===== config.mk =====
export PLATFORM = sky130hd
export DESIGN_NAME = pepwm_monitor
export DESIGN_NICKNAME = d
export VERILOG_FILES = /design/src/inc/pepwm_pkg.sv /design/src/rtl/pepwm_peak.sv /design/src/rtl/pepwm_limit_cmp.sv /design/src/rtl/pepwm_monitor.sv
export SDC_FILE = /design/constraint.sdc
export NUM_CORES = 1
export LEC_CHECK = 0
export BUFFER_PORTS_ARGS = -buffer_cell sky130_fd_sc_hd__buf_4
export CAP_MARGIN = 30
export CORE_MARGIN = 5
export CORE_UTILIZATION = 62
export DETAILED_ROUTE_END_ITERATION = 8
export GPL_TIMING_DRIVEN = 1
export HOLD_SLACK_MARGIN = 0.02
export PLACE_DENSITY = 0.81
export SYNTH_ARGS = -nofsm -noshare
export SYNTH_HDL_FRONTEND = slang
export SYNTH_SLANG_ARGS = --single-unit

===== constraint.sdc =====
create_clock -name ref_clk -period 6.3 [get_ports ref_clk]
set_input_delay 0.63 -clock ref_clk [delete_from_list [all_inputs] [get_ports ref_clk]]
set_output_delay 0.63 -clock ref_clk [all_outputs]
set_load 0.05 [all_outputs]

===== src/inc/pepwm_pkg.sv =====
// shared constants, register map and carriers of the power and energy monitor
package pepwm_pkg;

    ////////////////////////////////////////////////////////////////////////////
    // widths
    localparam int SMP_W = 12;
    localparam int PWR_W = 24;
    localparam int STD_W = 16;
    localparam int LIM_W = 16;
    localparam int ROLL_W = 16;
    localparam int CNT_W = 24;
    localparam int DATA_W = 32;
    localparam int ADDR_W = 6;
    localparam int WARN_N = 7;
    ////////////////////////////////////////////////////////////////////////////
    // reset values and scale ends
    localparam logic [PWR_W-1:0] PWR_POS_MAX = 24'h7F_FFFF;
    localparam logic [LIM_W-1:0] LIM_OVER_RST = 16'h7FFF;
    localparam logic [LIM_W-1:0] LIM_UNDER_RST = 16'h0000;
    localparam logic [1:0] CTRL_RST = 2'h3;
    ////////////////////////////////////////////////////////////////////////////
    // register word indices
    localparam logic [ADDR_W-1:0] A_PWR_STD = 6'h00;
    localparam logic [ADDR_W-1:0] A_PWR_WIDE = 6'h01;
    localparam logic [ADDR_W-1:0] A_EN_SHORT0 = 6'h02;
    localparam logic [ADDR_W-1:0] A_EN_SHORT1 = 6'h03;
    localparam logic [ADDR_W-1:0] A_EN_WIDE0 = 6'h04;
    localparam logic [ADDR_W-1:0] A_EN_WIDE1 = 6'h05;
    localparam logic [ADDR_W-1:0] A_EN_WIDE2 = 6'h06;
    localparam logic [ADDR_W-1:0] A_CUR = 6'h08;
    localparam logic [ADDR_W-1:0] A_VIN = 6'h09;
    localparam logic [ADDR_W-1:0] A_VOUT = 6'h0A;
    localparam logic [ADDR_W-1:0] A_TEMP = 6'h0B;
    localparam logic [ADDR_W-1:0] A_PK_CUR = 6'h10;
    localparam logic [ADDR_W-1:0] A_PK_VIN = 6'h11;
    localparam logic [ADDR_W-1:0] A_PK_VOUT = 6'h12;
    localparam logic [ADDR_W-1:0] A_PK_PWR = 6'h13;
    localparam logic [ADDR_W-1:0] A_PK_TEMP = 6'h14;
    localparam logic [ADDR_W-1:0] A_LIM_BASE = 6'h18;
    localparam logic [ADDR_W-1:0] A_WARN = 6'h20;
    localparam logic [ADDR_W-1:0] A_CLR_FLT = 6'h21;
    localparam logic [ADDR_W-1:0] A_CTRL = 6'h22;

    ////////////////////////////////////////////////////////////////////////////
    // limit, warning and control bit order (limit index = A_LIM_BASE + bit)
    localparam int W_VIN_OV = 0;
    localparam int W_VIN_UV = 1;
    localparam int W_VOUT_OV = 2;
    localparam int W_VOUT_UV = 3;
    localparam int W_OC = 4;
    localparam int W_OT = 5;
    localparam int W_OP = 6;
    localparam int C_OUT_ON = 0;
    localparam int C_MON_EN = 1;

    ////////////////////////////////////////////////////////////////////////////
    // carriers
    typedef struct packed {
        logic [SMP_W-1:0] iout;
        logic [SMP_W-1:0] vin;
        logic [SMP_W-1:0] vout;
        logic [SMP_W-1:0] temp;
    } pepwm_sample_t;

    typedef struct packed {
        logic [PWR_W-1:0] acc;
        logic [ROLL_W-1:0] roll;
        logic [CNT_W-1:0] cnt;
    } pepwm_energy_t;

endpackage


===== src/rtl/pepwm_peak.sv =====
// one peak holder: keeps the largest averaged value since its last clear
`timescale 1ns/1ps
`default_nettype none
module pepwm_peak #(
    parameter int W = 12
) (
    // clock and reset
    input wire logic ref_clk,
    input wire logic sys_rst,
    // update and clear
    input wire logic upd,
    input wire logic [W-1:0] val,
    input wire logic clr,
    // held peak
    output logic [W-1:0] peak
);
    logic [W-1:0] peak_q;
    logic [W-1:0] peak_d;

    always_comb begin
        peak_d = peak_q;
        if (clr) begin
            peak_d = '0;
        end
        // any sample in the clearing cycle still lands, larger or not
        if (upd && (val > peak_q || clr)) begin
            peak_d = val;
        end
    end

    always_ff @(posedge ref_clk) begin
        if (sys_rst) begin
            peak_q <= '0;
        end else begin
            peak_q <= peak_d;
        end
    end

    assign peak = peak_q;
endmodule
`default_nettype wire


===== src/rtl/pepwm_limit_cmp.sv =====
// one strict threshold comparison on a fresh value
`timescale 1ns/1ps
`default_nettype none
module pepwm_limit_cmp #(
    parameter int W = 12,
    parameter bit OVER = 1'b1
) (
    // fresh value
    input wire logic valid,
    input wire logic [W-1:0] val,
    // signed two-byte limit
    input wire logic [15:0] limit,
    // limit crossed
    output logic hit
);
    logic signed [16:0] v_s;
    logic signed [16:0] l_s;

    always_comb begin
        v_s = $signed({1'b0, 16'(val)});
        l_s = $signed({limit[15], limit});
        // equality never fires
        if (OVER) begin
            hit = valid && (v_s > l_s);
        end else begin
            hit = valid && (v_s < l_s);
        end
    end
endmodule
`default_nettype wire


===== src/rtl/pepwm_monitor.sv =====
// power, energy, peak and warning back end of the power monitor
//
// Design decisions made here: the register offsets and the strobed register port.
`timescale 1ns/1ps
`default_nettype none

// Behaviour
// power is the unsigned 12 by 12 product of voltage and current codes.
// current codes at or below the zero code count as zero current.
// wide power readback gives all 24 bits, top bit always zero.
// standard power readback gives upper 16 of 24 bits, top bit zero.
// each power value adds into a 24-bit accumulator whose top bit stays zero.
// accumulator wrap past its positive maximum bumps a 16-bit rollover counter.
// rollover counter is plain binary and wraps to zero after all ones.
// a 24-bit sample counter counts every accumulated power value.
// host times its own reads and derives average power from deltas.
// host reads energy before the rollover counter wraps twice.
// short energy read gives acc upper 16, rollover low 8, all sample bits.
// wide energy read gives all accumulator, rollover and sample counter bits.
// separate peaks for current, input voltage, output voltage, power, temperature.
// peaks only take averaged samples, never raw intermediate values.
// writing zero to a peak clears that peak only.
// warnings need strictly above an over limit or strictly below an under limit.
// under limits reset to minimum, over limits to maximum scale.
// compare vin over/under, vout over/under, current, temperature and power.
// values exchanged are two-byte two's complement integers.
// host divides wide power and energy by 256 before scaling.
// warning bits stay latched until clear-faults or output off then on.
// energy, rollover and sample counts are captured together when a read starts.
// a peak loads a new value only when it is larger; the code also loads any sample that lands in the clearing cycle, larger or not.
module pepwm_monitor
    import pepwm_pkg::*;
#(
    parameter logic [SMP_W-1:0] CUR_ZERO_CODE = 12'h000,
    parameter int AW = ADDR_W
) (
    // clock and reset
    input wire logic ref_clk,
    input wire logic sys_rst,
    // averaged samples from the monitor front end
    input wire logic smp_valid,
    input wire pepwm_sample_t smp,
    // register port
    input wire logic [AW-1:0] reg_addr,
    input wire logic [DATA_W-1:0] reg_wdata,
    input wire logic reg_wr,
    input wire logic reg_rd,
    output logic [DATA_W-1:0] reg_rdata,
    // status
    output logic [WARN_N-1:0] warn_status,
    output logic [PWR_W-1:0] power_wide_value
);

    ////////////////////////////////////////////////////////////////////////////
    // elaboration checks
    if (AW < ADDR_W || AW > 16) begin : g_bad_aw
        $error("address width must be 6 to 16");
    end

    ////////////////////////////////////////////////////////////////////////////
    // latest averaged samples
    pepwm_sample_t last_q;
    pepwm_sample_t last_d;
    logic smp_take;
    logic [1:0] ctrl_q;
    logic [1:0] ctrl_d;

    // samples are dropped while the monitor is disabled
    assign smp_take = smp_valid && ctrl_q[C_MON_EN];

    always_comb begin
        last_d = last_q;
        if (smp_take) begin
            last_d = smp;
        end
    end

    always_ff @(posedge ref_clk) begin
        if (sys_rst) begin
            last_q <= '0;
        end else begin
            last_q <= last_d;
        end
    end

    ////////////////////////////////////////////////////////////////////////////
    // power product and energy accumulation
    logic [SMP_W-1:0] cur_pos;
    logic [PWR_W-1:0] prod;
    logic [PWR_W-1:0] pwr_q;
    logic [PWR_W-1:0] pwr_d;
    logic pwr_vld_q;
    logic pwr_vld_d;
    pepwm_energy_t en_q;
    pepwm_energy_t en_d;
    logic [PWR_W-1:0] sum;

    always_comb begin
        cur_pos = (smp.iout > CUR_ZERO_CODE) ? smp.iout : '0;
        prod = PWR_W'({12'h000, smp.vin}) * PWR_W'({12'h000, cur_pos});
        pwr_d = pwr_q;
        pwr_vld_d = smp_take;
        if (smp_take) begin
            // full-scale codes would set the sign bit; saturate instead
            pwr_d = (prod > PWR_POS_MAX) ? PWR_POS_MAX : prod;
        end
    end

    always_ff @(posedge ref_clk) begin
        if (sys_rst) begin
            pwr_q <= '0;
            pwr_vld_q <= 1'b0;
        end else begin
            pwr_q <= pwr_d;
            pwr_vld_q <= pwr_vld_d;
        end
    end

    always_comb begin
        sum = {1'b0, en_q.acc[PWR_W-2:0]} + {1'b0, pwr_q[PWR_W-2:0]};
        en_d = en_q;
        if (pwr_vld_q) begin
            en_d.acc = {1'b0, sum[PWR_W-2:0]};
            if (sum[PWR_W-1]) begin
                en_d.roll = en_q.roll + 16'h0001;
            end
            en_d.cnt = en_q.cnt + 24'h00_0001;
        end
    end

    always_ff @(posedge ref_clk) begin
        if (sys_rst) begin
            en_q <= '0;
        end else begin
            en_q <= en_d;
        end
    end

    ////////////////////////////////////////////////////////////////////////////
    // energy snapshot
    pepwm_energy_t snap_q;
    pepwm_energy_t snap_d;

    always_comb begin
        snap_d = snap_q;
        // first word of either energy read freezes all three counts
        if (reg_rd && (reg_addr == A_EN_SHORT0 || reg_addr == A_EN_WIDE0)) begin
            snap_d = en_q;
        end
    end

    always_ff @(posedge ref_clk) begin
        if (sys_rst) begin
            snap_q <= '0;
        end else begin
            snap_q <= snap_d;
        end
    end

    ////////////////////////////////////////////////////////////////////////////
    // peaks
    logic [SMP_W-1:0] pk_cur;
    logic [SMP_W-1:0] pk_vin;
    logic [SMP_W-1:0] pk_vout;
    logic [SMP_W-1:0] pk_temp;
    logic [STD_W-1:0] pk_pwr;
    logic wr_zero;

    assign wr_zero = reg_wr && (reg_wdata == '0);


    pepwm_peak #(.W(SMP_W)) u_pk_cur (
        .ref_clk(ref_clk),
        .sys_rst(sys_rst),
        .upd(smp_take),
        .val(cur_pos),
        .clr(wr_zero && reg_addr == A_PK_CUR),
        .peak(pk_cur)
    );

    pepwm_peak #(.W(SMP_W)) u_pk_vin (
        .ref_clk(ref_clk),
        .sys_rst(sys_rst),
        .upd(smp_take),
        .val(smp.vin),
        .clr(wr_zero && reg_addr == A_PK_VIN),
        .peak(pk_vin)
    );

    pepwm_peak #(.W(SMP_W)) u_pk_vout (
        .ref_clk(ref_clk),
        .sys_rst(sys_rst),
        .upd(smp_take),
        .val(smp.vout),
        .clr(wr_zero && reg_addr == A_PK_VOUT),
        .peak(pk_vout)
    );

    pepwm_peak #(.W(SMP_W)) u_pk_temp (
        .ref_clk(ref_clk),
        .sys_rst(sys_rst),
        .upd(smp_take),
        .val(smp.temp),
        .clr(wr_zero && reg_addr == A_PK_TEMP),
        .peak(pk_temp)
    );

    pepwm_peak #(.W(STD_W)) u_pk_pwr (
        .ref_clk(ref_clk),
        .sys_rst(sys_rst),
        .upd(pwr_vld_q),
        .val(pwr_q[PWR_W-1:PWR_W-STD_W]),
        .clr(wr_zero && reg_addr == A_PK_PWR),
        .peak(pk_pwr)
    );

    ////////////////////////////////////////////////////////////////////////////
    // warning limits and comparisons
    logic [LIM_W-1:0] lim_q [WARN_N];
    logic [LIM_W-1:0] lim_d [WARN_N];
    logic [WARN_N-1:0] hit;
    logic [AW-1:0] lim_idx;

    assign lim_idx = reg_addr - A_LIM_BASE;

    always_comb begin
        for (int i = 0; i < WARN_N; i++) begin
            lim_d[i] = lim_q[i];
        end
        if (reg_wr && reg_addr >= A_LIM_BASE && lim_idx < AW'(WARN_N)) begin
            lim_d[lim_idx[2:0]] = reg_wdata[LIM_W-1:0];
        end
    end

    always_ff @(posedge ref_clk) begin
        if (sys_rst) begin
            for (int i = 0; i < WARN_N; i++) begin
                // odd indices are the under limits, except the temperature one
                lim_q[i] <= (i % 2 == 1) ? LIM_UNDER_RST : LIM_OVER_RST;
            end
            lim_q[W_OT] <= LIM_OVER_RST;
        end else begin
            for (int i = 0; i < WARN_N; i++) begin
                lim_q[i] <= lim_d[i];
            end
        end
    end


    pepwm_limit_cmp #(.W(SMP_W), .OVER(1'b1)) u_vin_ov (
        .valid(smp_take), .val(smp.vin), .limit(lim_q[W_VIN_OV]), .hit(hit[W_VIN_OV])
    );
    pepwm_limit_cmp #(.W(SMP_W), .OVER(1'b0)) u_vin_uv (
        .valid(smp_take), .val(smp.vin), .limit(lim_q[W_VIN_UV]), .hit(hit[W_VIN_UV])
    );
    pepwm_limit_cmp #(.W(SMP_W), .OVER(1'b1)) u_vout_ov (
        .valid(smp_take), .val(smp.vout), .limit(lim_q[W_VOUT_OV]), .hit(hit[W_VOUT_OV])
    );
    pepwm_limit_cmp #(.W(SMP_W), .OVER(1'b0)) u_vout_uv (
        .valid(smp_take), .val(smp.vout), .limit(lim_q[W_VOUT_UV]), .hit(hit[W_VOUT_UV])
    );
    pepwm_limit_cmp #(.W(SMP_W), .OVER(1'b1)) u_oc (
        .valid(smp_take), .val(cur_pos), .limit(lim_q[W_OC]), .hit(hit[W_OC])
    );
    pepwm_limit_cmp #(.W(SMP_W), .OVER(1'b1)) u_ot (
        .valid(smp_take), .val(smp.temp), .limit(lim_q[W_OT]), .hit(hit[W_OT])
    );
    pepwm_limit_cmp #(.W(STD_W), .OVER(1'b1)) u_op (
        .valid(pwr_vld_q), .val(pwr_q[PWR_W-1:PWR_W-STD_W]), .limit(lim_q[W_OP]),
        .hit(hit[W_OP])
    );

    ////////////////////////////////////////////////////////////////////////////
    // latched warnings and control
    logic [WARN_N-1:0] warn_q;
    logic [WARN_N-1:0] warn_d;
    logic clr_flt;
    logic out_cycle;

    // output switched back on after being off
    assign out_cycle = ctrl_d[C_OUT_ON] && !ctrl_q[C_OUT_ON];
    assign clr_flt = (reg_wr && reg_addr == A_CLR_FLT) || out_cycle;

    always_comb begin
        ctrl_d = ctrl_q;
        if (reg_wr && reg_addr == A_CTRL) begin
            ctrl_d = reg_wdata[1:0];
        end
        // a new hit in the clearing cycle survives
        warn_d = (clr_flt ? '0 : warn_q) | hit;
    end

    always_ff @(posedge ref_clk) begin
        if (sys_rst) begin
            ctrl_q <= CTRL_RST;
            warn_q <= '0;
        end else begin
            ctrl_q <= ctrl_d;
            warn_q <= warn_d;
        end
    end

    ////////////////////////////////////////////////////////////////////////////
    // read mux
    logic [DATA_W-1:0] rdata_q;
    logic [DATA_W-1:0] rdata_d;
    logic [DATA_W-1:0] rmux;

    always_comb begin
        rmux = '0;
        case (reg_addr)
            A_PWR_STD: rmux = DATA_W'(pwr_q[PWR_W-1:PWR_W-STD_W]);
            A_PWR_WIDE: rmux = DATA_W'(pwr_q);
            // live counts here; the snapshot is taken this same cycle
            A_EN_SHORT0: rmux = {8'h00, en_q.roll[7:0], en_q.acc[PWR_W-1:PWR_W-STD_W]};
            A_EN_SHORT1: rmux = DATA_W'(snap_q.cnt);
            A_EN_WIDE0: rmux = DATA_W'(en_q.acc);
            A_EN_WIDE1: rmux = DATA_W'(snap_q.roll);
            A_EN_WIDE2: rmux = DATA_W'(snap_q.cnt);
            A_CUR: rmux = DATA_W'(last_q.iout);
            A_VIN: rmux = DATA_W'(last_q.vin);
            A_VOUT: rmux = DATA_W'(last_q.vout);
            A_TEMP: rmux = DATA_W'(last_q.temp);
            A_PK_CUR: rmux = DATA_W'(pk_cur);
            A_PK_VIN: rmux = DATA_W'(pk_vin);
            A_PK_VOUT: rmux = DATA_W'(pk_vout);
            A_PK_PWR: rmux = DATA_W'(pk_pwr);
            A_PK_TEMP: rmux = DATA_W'(pk_temp);
            A_WARN: rmux = DATA_W'(warn_q);
            A_CTRL: rmux = DATA_W'(ctrl_q);
            default: begin
                if (reg_addr >= A_LIM_BASE && lim_idx < AW'(WARN_N)) begin
                    rmux = DATA_W'(lim_q[lim_idx[2:0]]);
                end
            end
        endcase
        rdata_d = reg_rd ? rmux : '0;
    end

    always_ff @(posedge ref_clk) begin
        if (sys_rst) begin
            rdata_q <= '0;
        end else begin
            rdata_q <= rdata_d;
        end
    end

    assign reg_rdata = rdata_q;
    assign warn_status = warn_q;
    assign power_wide_value = pwr_q;
endmodule
`default_nettype wire


==> flow_summary_export.csv <==
group,metric,value,unit
route,drtIter0Drc,3126,
cts,post_cts_resized,0,
critical_path,slowest_stage,"fa_1",
placed_design,port_buffers,145,
global_routing,grt_max_degree,83,
timing,final-hold-violation-count,0,
timing,worst_slew_margin_rel,0.324,
synthesis,ys_seq_area_frac,0.302,
pwr,p_per_area,314,mW/mm2
cts,cts.htree.levels,2,
critical_path,start_kind,"input port",
die,core_area,0.0407,mm2
cts,cts_sinks,385,
cts,postCtsSetupBuffers,0,
cts,clk_latency,0.59,ns
timing,setup_tns,0,ns
placed_design,hpwl,65.0,mm
critical_path,r2r-end,"en_q[36]",
timing,fin_crit_sh,0.886,
synthesis,synth-edff-count,0,
global_routing,grt_use_total,0.379,
die,fp-row-count,74,
die,die_h,213,um
timing,fmax,179,MHz
global_routing,grt_pass1_vias,22900,
die,ios,154,
timing,skew,0.0254,ns
synthesis,synth_compound_area_frac,0.184,
route,dr_total_vias,23600,
pwr,p_leak,12.3,nW
placed_design,place_ws,0.181,ns
outcome,outcome,"complete, no violations",
cells_and_area,final_cell_mix,"520 x nand2_1, 385 x dfxtp_1, 291 x inv_1",
global_routing,antenna_found_initial,4,
cells_and_area,final_common_cell,"nand2_1",
timing,finalCriticalPeriod,5.58,ns
timing,slew_viol_final,0,
die,dieArea,0.0453,mm2
critical_path,worstReg2RegStart,"power_wide_value[12]",
die,initial_core_util,0.626,
cells_and_area,drive_above_1_share,0.104,
pwr,finalPower,8.89,mW
synthesis,synth_xor_area_frac,0.0216,
cts,holdBufCountCts,0,
timing,rsz0062_at_grt,"false",
worst_hold_path,min_path_cells,2,
route,wire_per_inst,24.1,um
worst_hold_path,hp-class,"in2reg",
critical_path,arrival,6.05,ns
critical_path,r2r_cells,9,
timing,setup_viol,0,
placed_design,gp_congestion,1.08,
critical_path,crit_path_end_kind,"register",
critical_path,critPathRequiredTime,6.76,ns
route,antenna_left,0,
synthesis,yosysWarnings,0,
synthesis,async_flop_share,0,
cells_and_area,area.growth.synth_to_final,11.3,%
synthesis,postSynthAreaPerCell,8.43,um2
synthesis,synth.cell_area,0.0255,mm2
die,die_x,213,um
route,drtPass1Iterations,6,
synthesis,synth_cells,3025,
pwr,ir_drop,0.000246,V
synthesis,synth_cell_types,81,
critical_path,critical-path-top-delay-family,"adder cells",
synthesis,synth_simple_gate_area_frac,0.170,
critical_path,ff2ff_setup_slack,2.62,ns
synthesis,synthAdderAreaFrac,0.197,
synthesis,synthFlopType,"dfxtp_1",
cells_and_area,fillers,3209,
critical_path,worstPathCellList,"buf_4, nand2_1, fa_1, fa_1, fa_1, inv_1, fa_1, inv_1, fa_1, inv_1, ha_1, or3_1, or2_0, o211a_1, a31oi_1, a21oi_1, a21oi_1, a21oi_1, xnor2_2, buf_12, a221oi_1",
critical_path,critical_path_depth,21,
cells_and_area,nNetsFinal,3504,
job,drv_cap,0,
timing,worst_pin_slew,1.01,ns
critical_path,path_common_cell,"fa_1",
timing,final.setup.worst_slack,0.715,ns
cts,clk_pin_slew_worst_paths,0.06,ns
cts,cts_tree,"yes",
cts,cts_buffers,43,
critical_path,startpoint,"smp[39]",
critical_path,critical_path_buf_inv_count,5,
global_routing,grt_pass1_wl,133,mm
global_routing,grt-ovfl-total,0,
critical_path,cpPeakStageDelay,0.52,ns
critical_path,worstSetupPathType,"in2reg",
route,route.detailed.drc,0,
route,totalWireLength,87.7,mm
cts,clk_path_buf_depth,3,
synthesis,muxShareOfSynthArea,0.0511,
critical_path,endpoint,"power_wide_value[1]",
synthesis,synth_top_family_by_area,"adder cells",
route,drt-vias-per-instance,6.49,
synthesis,ys_ff_latch,385,
critical_path,crit_fanout,23,
cts,cts-root-buf,"clkbuf_16",
-- worst min-delay path by stage --
| stage | startpoint | to | slack, ns |
|---|---|---|---|
| finish | smp[1] | u_pk_temp.peak[1] | 0.33 |
| global route | smp[0] | u_pk_temp.peak[0] | 0.33 |
| CTS | smp[3] | u_pk_temp.peak[3] | 0.32 |
| detailed placement | snap_q[13] | snap_q[13] | 0.45 |
| global placement | snap_q[24] | snap_q[24] | 0.44 |
| floorplan | last_q[6] | last_q[6] | 0.43 |
-- power by group --
part | internal, mW | switching [mW]
sequential | 2.56 | 0.215
clock | 1.65 | 1.10
combinational | 1.32 | 2.06
-- logic make-up (layout without fill, tap and decap cells) --
| logic type | Yosys count | in the layout |
|---|---|---|
| flops | 385 | 385 |
| fa+ha+maj | 340 | 340 |
| compound gates | 707 | 707 |
| xor+xnor | 62 | 62 |
| simple gates | 950 | 950 |
| buf+inv | 480 | 555 |
| mux | 100 | 100 |
| other cells | 1 | 9 |
-- worst register-to-register path, delay by kind of cell, from the launching register on --
kind | cells | cell delay, ns
compound gates | 4 | 1.43
fa+ha+maj | 1 | 0.40
flops | 1 | 0.70
mux | 1 | 0.33
simple gates | 3 | 0.71
-- per-stage QoR --
step	cells	hold WS (ns)	utilization	instance area (um2)
floorplan	3032	0.433	-	25500
global placement	3555	0.441	0.657	26800
detailed placement	3559	0.447	0.658	26800
CTS	3638	0.316	0.696	28400
global route	3639	0.330	0.696	28400
finish	3640	0.329	0.696	28400
-- state kept, by name (all words and copies together) (netlist names), 7 cells and up --
name	flops
en_q	63
last_q	48
lim_q	112
power_wide_value	24
reg_rdata	24
snap_q	40
u_pk_cur.peak	12
u_pk_pwr.peak	16
u_pk_temp.peak	12
u_pk_vin.peak	12
u_pk_vout.peak	12
warn_status	7
-- layout make-up --
cell class | count | area [um2] | share of cell area
inverter | 292 | 1100 | 0.0386
sequential | 385 | 7710 | 0.272
timing repair buffer | 184 | 1440 | 0.0508
clock inverter | 22 | 318 | 0.0112
antenna | 1 | 2.50 | 0.0000882
clock buffer | 57 | 1210 | 0.0426
multi-input combinational | 2167 | 15900 | 0.562
tap | 532 | 666 | 0.0235
-- cells in the mapped netlist (22+ instances only) --
| cell | number | share of area |
|---|---|---|
| a21o_1 | 45 | 0.013 |
| nor2_1 | 142 | 0.021 |
| a21oi_1 | 224 | 0.044 |
| dfxtp_1 | 385 | 0.30 |
| a31oi_1 | 33 | 0.0081 |
| inv_1 | 292 | 0.043 |
| mux2i_1 | 57 | 0.022 |
| nor2b_1 | 27 | 0.0066 |
| a221oi_1 | 27 | 0.0093 |
| ha_1 | 239 | 0.12 |
| clkbuf_1 | 135 | 0.020 |
| o211ai_1 | 64 | 0.019 |
| a22o_1 | 70 | 0.024 |
| nand3_1 | 40 | 0.0079 |
| nand2_1 | 521 | 0.077 |
| xor2_1 | 28 | 0.0096 |
| xnor2_1 | 33 | 0.011 |
| buf_2 | 29 | 0.0057 |
| o21ai_0 | 88 | 0.017 |
| fa_1 | 101 | 0.079 |
| and2_1 | 67 | 0.016 |
| a22oi_1 | 47 | 0.014 |
| nand4_1 | 32 | 0.0079 |
| nor3_1 | 27 | 0.0053 |
| mux4_2 | 22 | 0.019 |
| o21a_1 | 22 | 0.0065 |
-- layer usage --
layer / wire [um] / up-vias / global-route usage
met3: 10100 / 374 / 0.0920
met4: 7250 / 6 / 0.248
met2: 37700 / 1489 / 0.579
met1: 32600 / 11200 / 0.479
met5: 47 / - / 0
li1: - / 10500 / -
Power figures use the tool's default switching activity.
